==> src/pkg/irq_cfg_pkg.sv <==
// register map, field layout and reset values of the interrupt configuration slice
// assumes a 32-bit AXI4-Lite master and event sources on the same clock
package irq_cfg_pkg;

    // ---------------------------------------------------------------
    // bus geometry
    // ---------------------------------------------------------------
    localparam int ADDR_W = 12;
    localparam int DATA_W = 32;
    localparam int REG_W = 16;

    // ---------------------------------------------------------------
    // byte offsets
    // ---------------------------------------------------------------
    localparam logic [11:0] OFS_ENABLE_WORD4 = 12'h000;
    localparam logic [11:0] OFS_PRIO_WORD0 = 12'h004;
    localparam logic [11:0] OFS_PRIO_WORD1 = 12'h008;
    localparam logic [11:0] OFS_PRIO_WORD2 = 12'h00C;
    localparam logic [11:0] OFS_PRIO_WORD3 = 12'h010;
    localparam logic [11:0] OFS_EVENT_STATUS = 12'h014;
    localparam logic [11:0] OFS_EVENT_MASK = 12'h018;
    localparam logic [11:0] OFS_ENABLE_EXT = 12'h01C;

    // ---------------------------------------------------------------
    // source numbering
    // ---------------------------------------------------------------
    localparam int N_EN_SRC = 6;
    localparam int N_PRIO_SRC = 15;
    localparam int N_SRC = 21;
    localparam int N_PRIO_WORDS = 4;
    localparam int FIELDS_PER_WORD = 4;
    localparam int PRIO_W = 3;

    // enable-word sources, in source order
    localparam int SRC_CAN2_TX = 0;
    localparam int SRC_CAN1_TX = 1;
    localparam int SRC_DMA_CH7_DONE = 2;
    localparam int SRC_DMA_CH6_DONE = 3;
    localparam int SRC_UART2_ERR = 4;
    localparam int SRC_UART1_ERR = 5;

    // bit positions in source_enable_word4
    localparam int BIT_CAN2_TX_REQ_EN = 7;
    localparam int BIT_CAN1_TX_REQ_EN = 6;
    localparam int BIT_DMA_CH7_DONE_EN = 5;
    localparam int BIT_DMA_CH6_DONE_EN = 4;
    localparam int BIT_UART2_ERR_EN = 2;
    localparam int BIT_UART1_ERR_EN = 1;
    localparam logic [15:0] ENABLE4_MASK = 16'h00F6;

    // priority sources: field k sits in word k/4, slot k%4 from the low end
    localparam int PF_EXT_IRQ0 = 0;
    localparam int PF_INCAP1 = 1;
    localparam int PF_OUTCMP1 = 2;
    localparam int PF_TIMER1 = 3;
    localparam int PF_DMA_CH0_DONE = 4;
    localparam int PF_INCAP2 = 5;
    localparam int PF_OUTCMP2 = 6;
    localparam int PF_TIMER2 = 7;
    localparam int PF_TIMER3 = 8;
    localparam int PF_SPI1_ERR = 9;
    localparam int PF_SPI1_EVENT = 10;
    localparam int PF_UART1_RX = 11;
    localparam int PF_UART1_TX = 12;
    localparam int PF_ADC1_DONE = 13;
    localparam int PF_DMA_CH1_DONE = 14;
    localparam int FIELD_STRIDE = 4;

    // ---------------------------------------------------------------
    // reset values and codes
    // ---------------------------------------------------------------
    localparam logic [2:0] PRIO_RESET = 3'h4;
    localparam logic [2:0] PRIO_OFF = 3'h0;
    localparam logic [2:0] PRIO_ENWORD_SRC = 3'h4;
    localparam logic [15:0] ENABLE4_RESET = 16'h0000;
    localparam logic [14:0] ENABLE_EXT_RESET = 15'h0000;
    localparam logic [20:0] MASK_RESET = 21'h00_0000;
    localparam logic [1:0] RESP_OKAY = 2'h0;
    localparam logic [1:0] RESP_SLVERR = 2'h2;

endpackage : irq_cfg_pkg

==> src/rtl/axil_port.sv <==
// AXI4-Lite slave handshake front end: one write and one read in flight
// assumes the register side answers a strobe in the same cycle
`timescale 1ns/1ps
module axil_port
    import irq_cfg_pkg::*;
(
    input wire logic aclk,
    input wire logic aresetn,
    input wire logic cken,
    input wire logic [ADDR_W-1:0] awaddr,
    input wire logic awvalid,
    output logic awready,
    input wire logic [DATA_W-1:0] wdata,
    input wire logic [3:0] wstrb,
    input wire logic wvalid,
    output logic wready,
    output logic [1:0] bresp,
    output logic bvalid,
    input wire logic bready,
    input wire logic [ADDR_W-1:0] araddr,
    input wire logic arvalid,
    output logic arready,
    output logic [DATA_W-1:0] rdata,
    output logic [1:0] rresp,
    output logic rvalid,
    input wire logic rready,
    output logic wr_stb,
    output logic [ADDR_W-1:0] wr_addr,
    output logic [DATA_W-1:0] wr_data,
    output logic [3:0] wr_strb,
    input wire logic wr_err,
    output logic rd_stb,
    output logic [ADDR_W-1:0] rd_addr,
    input wire logic [DATA_W-1:0] rd_data,
    input wire logic rd_err
);

    logic aw_held;
    logic w_held;
    logic ar_held;
    wire aw_take = awvalid & awready & cken;
    wire w_take = wvalid & wready & cken;
    wire ar_take = arvalid & arready & cken;

    assign awready = ~aw_held & ~bvalid;
    assign wready = ~w_held & ~bvalid;
    assign arready = ~ar_held & ~rvalid;
    assign wr_stb = aw_held & w_held & ~bvalid & cken;
    assign rd_stb = ar_held & ~rvalid & cken;

    // ---------------------------------------------------------------
    // write channel
    // ---------------------------------------------------------------
    always_ff @(posedge aclk) begin
        if (!aresetn) begin
            aw_held <= 1'b0;
            w_held <= 1'b0;
            bvalid <= 1'b0;
            bresp <= RESP_OKAY;
            wr_addr <= '0;
            wr_data <= '0;
            wr_strb <= '0;
        end else if (cken) begin
            if (aw_take) begin
                aw_held <= 1'b1;
                wr_addr <= awaddr;
            end
            if (w_take) begin
                w_held <= 1'b1;
                wr_data <= wdata;
                wr_strb <= wstrb;
            end
            if (wr_stb) begin
                aw_held <= 1'b0;
                w_held <= 1'b0;
                bvalid <= 1'b1;
                bresp <= wr_err ? RESP_SLVERR : RESP_OKAY;
            end else if (bvalid && bready) begin
                bvalid <= 1'b0;
            end
        end
    end

    // ---------------------------------------------------------------
    // read channel
    // ---------------------------------------------------------------
    always_ff @(posedge aclk) begin
        if (!aresetn) begin
            ar_held <= 1'b0;
            rvalid <= 1'b0;
            rresp <= RESP_OKAY;
            rdata <= '0;
            rd_addr <= '0;
        end else if (cken) begin
            if (ar_take) begin
                ar_held <= 1'b1;
                rd_addr <= araddr;
            end
            if (rd_stb) begin
                ar_held <= 1'b0;
                rvalid <= 1'b1;
                rdata <= rd_data;
                rresp <= rd_err ? RESP_SLVERR : RESP_OKAY;
            end else if (rvalid && rready) begin
                rvalid <= 1'b0;
            end
        end
    end

endmodule : axil_port

==> src/rtl/irq_enable_priority_regs.sv <==
// enable and priority configuration of an interrupt controller slice,
// with sticky event capture, masking and request gating toward arbitration
// assumes event pulses come from logic on aclk and an AXI4-Lite master
`timescale 1ns/1ps

// Contract
// - an enable bit of one lets its source's request reach arbitration, zero blocks it.
// - enable word 4 bits: CAN2 tx 7, CAN1 tx 6, DMA7 5, DMA6 4, UART2 error 2, UART1 error 1.
// - unimplemented bits of enable and priority words always read zero.
// - each priority field is three bits and 111 is level 7, the highest.
// - 001 is level 1, the lowest active, and other codes map to their own value.
// - a priority of 000 disables the source whatever its enable bit says; the code blocks only arb_req, irq still follows event_mask.
// - priority fields sit at bits 14-12, 10-8, 6-4 and 2-0, with bits 15, 11, 7 and 3 empty; word 3 has no 14-12 field, its bits 15-11 are empty.
// - at reset every priority field loads 100 and every enable bit clears.
// - priority word 0 holds, high to low, timer1, out compare 1, in capture 1, ext irq 0.
// - priority word 1 holds, high to low, timer2, out compare 2, in capture 2, DMA channel 0.
// - priority word 2 holds UART1 receive, SPI1 event, SPI1 error, timer3 from high to low.
// - the third field of word 0 is the input capture 1 priority with the common encoding.
module irq_enable_priority_regs
    import irq_cfg_pkg::*;
(
    input wire logic aclk,
    input wire logic aresetn,
    input wire logic cken,
    input wire logic [ADDR_W-1:0] s_axi_awaddr,
    input wire logic s_axi_awvalid,
    output logic s_axi_awready,
    input wire logic [DATA_W-1:0] s_axi_wdata,
    input wire logic [3:0] s_axi_wstrb,
    input wire logic s_axi_wvalid,
    output logic s_axi_wready,
    output logic [1:0] s_axi_bresp,
    output logic s_axi_bvalid,
    input wire logic s_axi_bready,
    input wire logic [ADDR_W-1:0] s_axi_araddr,
    input wire logic s_axi_arvalid,
    output logic s_axi_arready,
    output logic [DATA_W-1:0] s_axi_rdata,
    output logic [1:0] s_axi_rresp,
    output logic s_axi_rvalid,
    input wire logic s_axi_rready,
    input wire logic [N_SRC-1:0] src_event,
    output logic [N_SRC-1:0] arb_req,
    output logic [N_SRC*PRIO_W-1:0] arb_level,
    output logic irq
);

    // ---------------------------------------------------------------
    // helpers
    // ---------------------------------------------------------------

    // enable-word bit that belongs to an enable-word source
    function automatic int enable4_bit(input int src);
        case (src)
            SRC_CAN2_TX: enable4_bit = BIT_CAN2_TX_REQ_EN;
            SRC_CAN1_TX: enable4_bit = BIT_CAN1_TX_REQ_EN;
            SRC_DMA_CH7_DONE: enable4_bit = BIT_DMA_CH7_DONE_EN;
            SRC_DMA_CH6_DONE: enable4_bit = BIT_DMA_CH6_DONE_EN;
            SRC_UART2_ERR: enable4_bit = BIT_UART2_ERR_EN;
            default: enable4_bit = BIT_UART1_ERR_EN;
        endcase
    endfunction : enable4_bit

    // any nonzero code is an active level equal to its value
    function automatic logic level_active(input logic [2:0] level);
        level_active = (level != PRIO_OFF);
    endfunction : level_active

    // merge 16-bit write data into a register under the low byte lanes
    function automatic logic [15:0] lane_merge(
        input logic [15:0] old_val,
        input logic [31:0] data,
        input logic [3:0] strb
    );
        logic [15:0] res;
        res = old_val;
        if (strb[0]) begin
            res[7:0] = data[7:0];
        end
        if (strb[1]) begin
            res[15:8] = data[15:8];
        end
        lane_merge = res;
    endfunction : lane_merge

    // ---------------------------------------------------------------
    // bus front end
    // ---------------------------------------------------------------
    logic wr_stb;
    logic [ADDR_W-1:0] wr_addr;
    logic [DATA_W-1:0] wr_data;
    logic [3:0] wr_strb;
    logic wr_err;
    logic rd_stb;
    logic [ADDR_W-1:0] rd_addr;
    logic [DATA_W-1:0] rd_data;
    logic rd_err;

    axil_port u_port (
        .aclk(aclk),
        .aresetn(aresetn),
        .cken(cken),
        .awaddr(s_axi_awaddr),
        .awvalid(s_axi_awvalid),
        .awready(s_axi_awready),
        .wdata(s_axi_wdata),
        .wstrb(s_axi_wstrb),
        .wvalid(s_axi_wvalid),
        .wready(s_axi_wready),
        .bresp(s_axi_bresp),
        .bvalid(s_axi_bvalid),
        .bready(s_axi_bready),
        .araddr(s_axi_araddr),
        .arvalid(s_axi_arvalid),
        .arready(s_axi_arready),
        .rdata(s_axi_rdata),
        .rresp(s_axi_rresp),
        .rvalid(s_axi_rvalid),
        .rready(s_axi_rready),
        .wr_stb(wr_stb),
        .wr_addr(wr_addr),
        .wr_data(wr_data),
        .wr_strb(wr_strb),
        .wr_err(wr_err),
        .rd_stb(rd_stb),
        .rd_addr(rd_addr),
        .rd_data(rd_data),
        .rd_err(rd_err)
    );

    // ---------------------------------------------------------------
    // register state
    // ---------------------------------------------------------------
    logic [15:0] enable_word4;
    logic [14:0] enable_ext;
    logic [2:0] prio [N_PRIO_SRC];
    logic [N_SRC-1:0] pending;
    logic [N_SRC-1:0] event_mask;

    // ---------------------------------------------------------------
    // address decode
    // ---------------------------------------------------------------
    wire wr_is_en4 = (wr_addr == OFS_ENABLE_WORD4);
    wire wr_is_mask = (wr_addr == OFS_EVENT_MASK);
    wire wr_is_ext = (wr_addr == OFS_ENABLE_EXT);
    wire wr_is_status = (wr_addr == OFS_EVENT_STATUS);
    wire [3:0] wr_is_prio;
    assign wr_is_prio[0] = (wr_addr == OFS_PRIO_WORD0);
    assign wr_is_prio[1] = (wr_addr == OFS_PRIO_WORD1);
    assign wr_is_prio[2] = (wr_addr == OFS_PRIO_WORD2);
    assign wr_is_prio[3] = (wr_addr == OFS_PRIO_WORD3);
    // status is read-only, writes to it are accepted and dropped
    assign wr_err = ~(wr_is_en4 | wr_is_mask | wr_is_ext | wr_is_status | (|wr_is_prio));

    wire rd_is_en4 = (rd_addr == OFS_ENABLE_WORD4);
    wire rd_is_mask = (rd_addr == OFS_EVENT_MASK);
    wire rd_is_ext = (rd_addr == OFS_ENABLE_EXT);
    wire rd_is_status = (rd_addr == OFS_EVENT_STATUS);
    wire rd_is_p0 = (rd_addr == OFS_PRIO_WORD0);
    wire rd_is_p1 = (rd_addr == OFS_PRIO_WORD1);
    wire rd_is_p2 = (rd_addr == OFS_PRIO_WORD2);
    wire rd_is_p3 = (rd_addr == OFS_PRIO_WORD3);
    assign rd_err = ~(rd_is_en4 | rd_is_mask | rd_is_ext | rd_is_status
                      | rd_is_p0 | rd_is_p1 | rd_is_p2 | rd_is_p3);

    // ---------------------------------------------------------------
    // priority word images
    // ---------------------------------------------------------------
    wire [15:0] prio_word [N_PRIO_WORDS];
    // field order inside each word high to low; empty bits stay zero
    assign prio_word[0] = {1'b0, prio[PF_TIMER1], 1'b0, prio[PF_OUTCMP1],
                           1'b0, prio[PF_INCAP1], 1'b0, prio[PF_EXT_IRQ0]};
    assign prio_word[1] = {1'b0, prio[PF_TIMER2], 1'b0, prio[PF_OUTCMP2],
                           1'b0, prio[PF_INCAP2], 1'b0, prio[PF_DMA_CH0_DONE]};
    assign prio_word[2] = {1'b0, prio[PF_UART1_RX], 1'b0, prio[PF_SPI1_EVENT],
                           1'b0, prio[PF_SPI1_ERR], 1'b0, prio[PF_TIMER3]};
    assign prio_word[3] = {5'h00, prio[PF_DMA_CH1_DONE], 1'b0, prio[PF_ADC1_DONE],
                           1'b0, prio[PF_UART1_TX]};

    // ---------------------------------------------------------------
    // read mux
    // ---------------------------------------------------------------
    wire [15:0] en4_view = enable_word4 & ENABLE4_MASK;
    wire [31:0] rd_en4 = {16'h0000, en4_view};
    wire [31:0] rd_ext = {17'h0_0000, enable_ext};
    wire [31:0] rd_status = {11'h000, pending};
    wire [31:0] rd_mask = {11'h000, event_mask};
    wire [31:0] rd_p0 = {16'h0000, prio_word[0]};
    wire [31:0] rd_p1 = {16'h0000, prio_word[1]};
    wire [31:0] rd_p2 = {16'h0000, prio_word[2]};
    wire [31:0] rd_p3 = {16'h0000, prio_word[3]};
    assign rd_data = ({32{rd_is_en4}} & rd_en4)
                   | ({32{rd_is_ext}} & rd_ext)
                   | ({32{rd_is_status}} & rd_status)
                   | ({32{rd_is_mask}} & rd_mask)
                   | ({32{rd_is_p0}} & rd_p0)
                   | ({32{rd_is_p1}} & rd_p1)
                   | ({32{rd_is_p2}} & rd_p2)
                   | ({32{rd_is_p3}} & rd_p3);

    // ---------------------------------------------------------------
    // next values of configuration
    // ---------------------------------------------------------------
    wire [15:0] next_en4_raw = lane_merge(enable_word4, wr_data, wr_strb);
    wire [15:0] next_enable_word4 = next_en4_raw & ENABLE4_MASK;
    wire [15:0] ext_old = {1'b0, enable_ext};
    wire [15:0] ext_merged = lane_merge(ext_old, wr_data, wr_strb);
    wire [14:0] next_enable_ext = ext_merged[14:0];
    wire [31:0] mask_merged;
    assign mask_merged[15:0] = lane_merge(event_mask[15:0], wr_data, wr_strb);
    assign mask_merged[31:16] = lane_merge({11'h000, event_mask[20:16]},
                                           {16'h0000, wr_data[31:16]}, {2'b00, wr_strb[3:2]});
    wire [N_SRC-1:0] next_event_mask = mask_merged[N_SRC-1:0];

    // ---------------------------------------------------------------
    // enable-word and mask registers
    // ---------------------------------------------------------------
    always_ff @(posedge aclk) begin
        if (!aresetn) begin
            enable_word4 <= ENABLE4_RESET;
            enable_ext <= ENABLE_EXT_RESET;
            event_mask <= MASK_RESET;
        end else if (cken && wr_stb) begin
            if (wr_is_en4) begin
                enable_word4 <= next_enable_word4;
            end
            if (wr_is_ext) begin
                enable_ext <= next_enable_ext;
            end
            if (wr_is_mask) begin
                event_mask <= next_event_mask;
            end
        end
    end

    // ---------------------------------------------------------------
    // priority fields
    // ---------------------------------------------------------------
    for (genvar k = 0; k < N_PRIO_SRC; k++) begin : g_prio
        localparam int WORD = k / FIELDS_PER_WORD;
        localparam int LSB = (k % FIELDS_PER_WORD) * FIELD_STRIDE;
        wire [15:0] merged = lane_merge(prio_word[WORD], wr_data, wr_strb);
        // three-bit field, code equals level, 111 highest, 001 lowest
        wire [2:0] next_prio = merged[LSB +: PRIO_W];
        always_ff @(posedge aclk) begin
            if (!aresetn) begin
                prio[k] <= PRIO_RESET;
            end else if (cken && wr_stb && wr_is_prio[WORD]) begin
                prio[k] <= next_prio;
            end
        end
    end

    // ---------------------------------------------------------------
    // sticky event status, cleared by reading it
    // ---------------------------------------------------------------
    wire status_clr = rd_stb & rd_is_status;
    wire [N_SRC-1:0] clr_vec = {N_SRC{status_clr}};
    // a new event in the clearing cycle survives the clear
    wire [N_SRC-1:0] next_pending = (pending & ~clr_vec) | src_event;

    always_ff @(posedge aclk) begin
        if (!aresetn) begin
            pending <= '0;
        end else if (cken) begin
            pending <= next_pending;
        end
    end

    // ---------------------------------------------------------------
    // per-source enable and level
    // ---------------------------------------------------------------
    wire [N_SRC-1:0] src_enable;
    wire [2:0] src_level [N_SRC];
    for (genvar s = 0; s < N_EN_SRC; s++) begin : g_en_src
        assign src_enable[s] = en4_view[enable4_bit(s)];
        assign src_level[s] = PRIO_ENWORD_SRC;
    end
    for (genvar k = 0; k < N_PRIO_SRC; k++) begin : g_prio_src
        assign src_enable[N_EN_SRC + k] = enable_ext[k];
        assign src_level[N_EN_SRC + k] = prio[k];
    end

    // ---------------------------------------------------------------
    // request gating toward arbitration
    // ---------------------------------------------------------------
    wire [N_SRC-1:0] level_ok;
    wire [N_SRC*PRIO_W-1:0] next_arb_level;
    for (genvar s = 0; s < N_SRC; s++) begin : g_gate
        assign level_ok[s] = level_active(src_level[s]);
        assign next_arb_level[s*PRIO_W +: PRIO_W] = src_level[s];
    end
    // enable bit and nonzero level both needed on a pending source
    wire [N_SRC-1:0] next_arb_req = pending & src_enable & level_ok;

    always_ff @(posedge aclk) begin
        if (!aresetn) begin
            arb_req <= '0;
            arb_level <= '0;
        end else if (cken) begin
            arb_req <= next_arb_req;
            arb_level <= next_arb_level;
        end
    end

    // ---------------------------------------------------------------
    // interrupt output
    // ---------------------------------------------------------------
    wire next_irq = |(next_pending & event_mask);

    always_ff @(posedge aclk) begin
        if (!aresetn) begin
            irq <= 1'b0;
        end else if (cken) begin
            irq <= next_irq;
        end
    end

endmodule : irq_enable_priority_regs

==> config.mk <==
export PLATFORM = sky130hd
export DESIGN_NAME = irq_enable_priority_regs
export DESIGN_NICKNAME = d
export VERILOG_FILES = /design/src/pkg/irq_cfg_pkg.sv /design/src/rtl/axil_port.sv /design/src/rtl/irq_enable_priority_regs.sv
export SDC_FILE = /design/constraint.sdc
export NUM_CORES = 1
export LEC_CHECK = 0
export BUFFER_PORTS_ARGS = -buffer_cell sky130_fd_sc_hd__buf_2
export CAP_MARGIN = 20
export CORE_MARGIN = 10
export CORE_UTILIZATION = 49
export DETAILED_ROUTE_END_ITERATION = 8
export PLACE_DENSITY = 0.83
export SETUP_SLACK_MARGIN = 0.2
export SLEW_MARGIN = 20
export SYNTH_ARGS = -nofsm -noshare
export SYNTH_HDL_FRONTEND = slang
export SYNTH_SLANG_ARGS = --single-unit
==> constraint.sdc <==
create_clock -name aclk -period 2.1 [get_ports aclk]
set_clock_uncertainty 0.05 [all_clocks]
set_input_delay 0.42 -clock aclk [delete_from_list [all_inputs] [get_ports aclk]]
set_output_delay 0.42 -clock aclk [all_outputs]
set_load 0.01 [all_outputs]
==> metrics.cfg <==
[synthesis]
netlist_top_cells_area = dfxtp_1, edfxtp_1, nand2_1, mux2i_1, nor2_1
async_flop_share_pct = 0
yosys.area.top_type = dfxtp_1
yosys_warnings = 0
synth-seq-cells = 252
synth_edf_count = 45
synth_top_area_share_pct = 40.0
ys_types = 45
synth_most_common_cell = dfxtp_1
avgSynthCellArea_um2 = 9.08
seq_area_frac_synth_pct = 53.0
yosys-top-cells-count = dfxtp_1, nand2_1, nor2_1
postSynthCellCount = 1142
synthFlopType = dfxtp_1
netlist_area_um2 = 10400

[worst_setup_path]
crit_slowest_cell = or4_4
crit_path_start = u_port.wr_addr[8]$_SDFFE_PN0P_
critPathMaxStageDelay_ns = 0.57
rr_worst_depth = 5
r2r_slack_ns = -0.06
critPathKind = flop to flop
crit_family = simple AND/OR/NAND/NOR gates
cp.required_ns = 2.28
end_kind = flop
critPathBufInv = 0
crit_cells = 5
crit_path_end = prio[1][18]$_SDFFCE_PN0P_
path_cells = or4_4 > nor4_4 > and3_4 > and3_4 > a21o_1
r2r-start = u_port.wr_addr[8]$_SDFFE_PN0P_
start_kind = flop
critPathArrivalTime_ns = 2.34
crit_top_cell = and3_4
worstReg2RegEnd = prio[1][18]$_SDFFCE_PN0P_
cp_max_fo = 5

[timing]
tightest_slew_ns = 0.644
finalMaxSlewViolations = 0
post-route-min-period_ns = 2.16
period_share_pct = 103
postLayoutSetupSlackWorst_ns = -0.0562
rsz0062_at_grt = yes
worst_hold_slack_ns = 0.0766
hold_viol = 0
max_freq_mhz = 464
finalSetupTns_ns = -0.418
slew_headroom_pct = 56.5
setup_violations = 16

[run_status]
violations = negative setup slack
status = finished with violations

[routing]
vias = 9458
dr.pass1.iters = 6
vias_per_cell = 5.83
antenna_left = 0
detailedRoute.firstIterationViolations = 1267
drt-total-wl_um = 34400
routedWlPerCell_um = 21.2
drc = 0

[layout]
area_growth_pct = 24.3
final_area_um2 = 12900
layout-drive-gt1-share_pct = 26.7
nNetsFinal = 1416
fin_util_pct = 61.7

[hold_path]
hp-class = primary input to flop

[placement]
place_area_um2 = 11600
place.gp.congestion = 0.983
place.detailed.hpwl_um = 24800
port_buffers = 177

[clock_tree]
clockBufferDepth = 3
ctsHoldBuffers = 0
clock-sinks = 252
clk_pin_slew_ns = 0.06
cts_max_level = 1
clk_latency_ns = 0.53
cts_buffers = 25
cts_tree = yes
cts-root-buf = clkbuf_16

[power_and_ir_drop]
total_leakage_power_nw = 5.17
swShare_pct = 24.4
cellPowerDensity_nw_per_um2 = 813
comb_power_share_pct = 8.8
fin_total_pwr_mw = 10.5
p_switching_mw = 2.56
clkPwrFrac_pct = 41.0
ir_drop_uv = 548
p_int_mw = 7.92
power_frac_seq_pct = 50.3

[global_routing]
grt_max_degree = 78
antenna_found_initial = 1
grt.total_usage_pct = 23.4
overflow = 0
grt_pass1_wl_um = 50000
grt_pass1_vias = 8761

[floorplanning]
initial_core_util_pct = 49.6
dieArea_um2 = 27400
core_region_area_um2 = 20900
fp-row-count = 53
die-height_um = 165
die_width_um = 165
top_level_ports = 215

[flow_run]
cap_violations = 0

==> cell usage in the layout, fill, tap and decap left out, drive strengths merged, types with 5 or more instances in the layout <==
cell,Yosys,final
a21oi,95,95
a221oi,18,18
a22o,7,7
a22oi,32,32
and3,14,15
and3b,5,5
buf,47,235
clkbuf,58,37
clkinv,0,5
conb,1,25
dfxtp,207,207
edfxtp,45,45
inv,4,6
mux2,6,6
mux2i,71,71
nand2,191,191
nand3,57,57
nand4,5,5
nor2,149,149
nor3,8,8
o21ai,70,70
o311ai,15,15
or4,3,6
==> layer usage <==
metal  vias up  GRT usage (%)  share of wire [%]  wire length (µm)
li1       4370              -                  -                 -
met1      4379           29.5                 39             13300
met2       585           38.1                 46             16000
met3       122           4.96                 11              3740
met4         2           9.50                4.2              1440
met5         -              0              0.032                11
==> worst min-delay path by stage <==
stage | start | endpoint | slack [ns] | cells after the start
after floorplan | u_port.wr_addr[11]$_SDFFE_PN0P_ | u_port.wr_addr[11]$_SDFFE_PN0P_ | 0.39 | 2
after global placement | u_port.wr_data[19]$_SDFFE_PN0P_ | u_port.wr_data[19]$_SDFFE_PN0P_ | 0.39 | 2
after detailed placement | u_port.wr_data[17]$_SDFFE_PN0P_ | u_port.wr_data[17]$_SDFFE_PN0P_ | 0.40 | 2
after CTS | s_axi_awaddr[11] | u_port.wr_addr[11]$_SDFFE_PN0P_ | 0.06 | 3
after global routing | s_axi_awaddr[11] | u_port.wr_addr[11]$_SDFFE_PN0P_ | 0.07 | 3
final | s_axi_awaddr[11] | u_port.wr_addr[11]$_SDFFE_PN0P_ | 0.08 | 3
==> repair_timing <==
item	4_1_cts	5_1_grt
pin swaps	11	26
setup endpoints to repair	134	158
gates resized for setup	27	67
setup buffers	2	4
cloned	2	4
==> cell type report <==
class	instances	area [µm²]
Timing Repair Buffer	235	1450
Tap cell	275	344
Multi-Input combinational cell	809	4780
Fill cell	1724	8010
Antenna cell	1	2.50
Sequential cell	252	5500
Clock inverter	9	77.6
Clock buffer	37	712
Inverter	4	17.5
==> metrics by stage <==
step / setup WS (ns) / instances
after floorplan: 0.0994 / 1166
after CTS: -0.000000444 / 1613
after global placement: 0.0395 / 1563
after global routing: -0.150 / 1621
after detailed placement: -0.00321 / 1563
final: -0.0562 / 1622
==> power by group through the flow <==
| stage | sequential [mW] | clock, mW | combinational [mW] |
|---|---|---|---|
| 3_5_place_dp | 5.35 | 0 | 0.836 |
| 4_1_cts | 5.25 | 4.34 | 0.854 |
| 2_1_floorplan | 5.29 | 0 | 0.537 |
| 5_1_grt | 5.27 | 4.53 | 1.00 |
| 6_report | 5.27 | 4.29 | 0.918 |
| 3_3_place_gp | 5.35 | 0 | 0.818 |
==> logic make-up (layout without fill, tap and decap cells) <==
group / after synthesis / count (layout) / synth area share, %
other cells: 1 / 26 / 0.0362
mux: 81 / 81 / 8.38
compound gates: 247 / 247 / 14.4
flops: 252 / 252 / 53.0
simple gates: 452 / 456 / 19.1
buf+inv: 109 / 285 / 5.14
==> state kept, by name (all words and copies together) (netlist names), 3 cells and up <==
name / cells
u_port.wr_data: 21
u_port.rdata: 21
enable_word4: 6
event_mask: 21
arb_level: 46
enable_ext: 15
pending: 21
u_port.wr_strb: 3
u_port.rd_addr: 12
u_port.wr_addr: 12
arb_req: 21
prio: 45
==> tightest hold or removal path, cell delays in order <==
cell and delay [ns]:
buf_2 0.09, nand2_1 0.04, a21oi_1 0.05
Power figures use the tool's default switching activity.
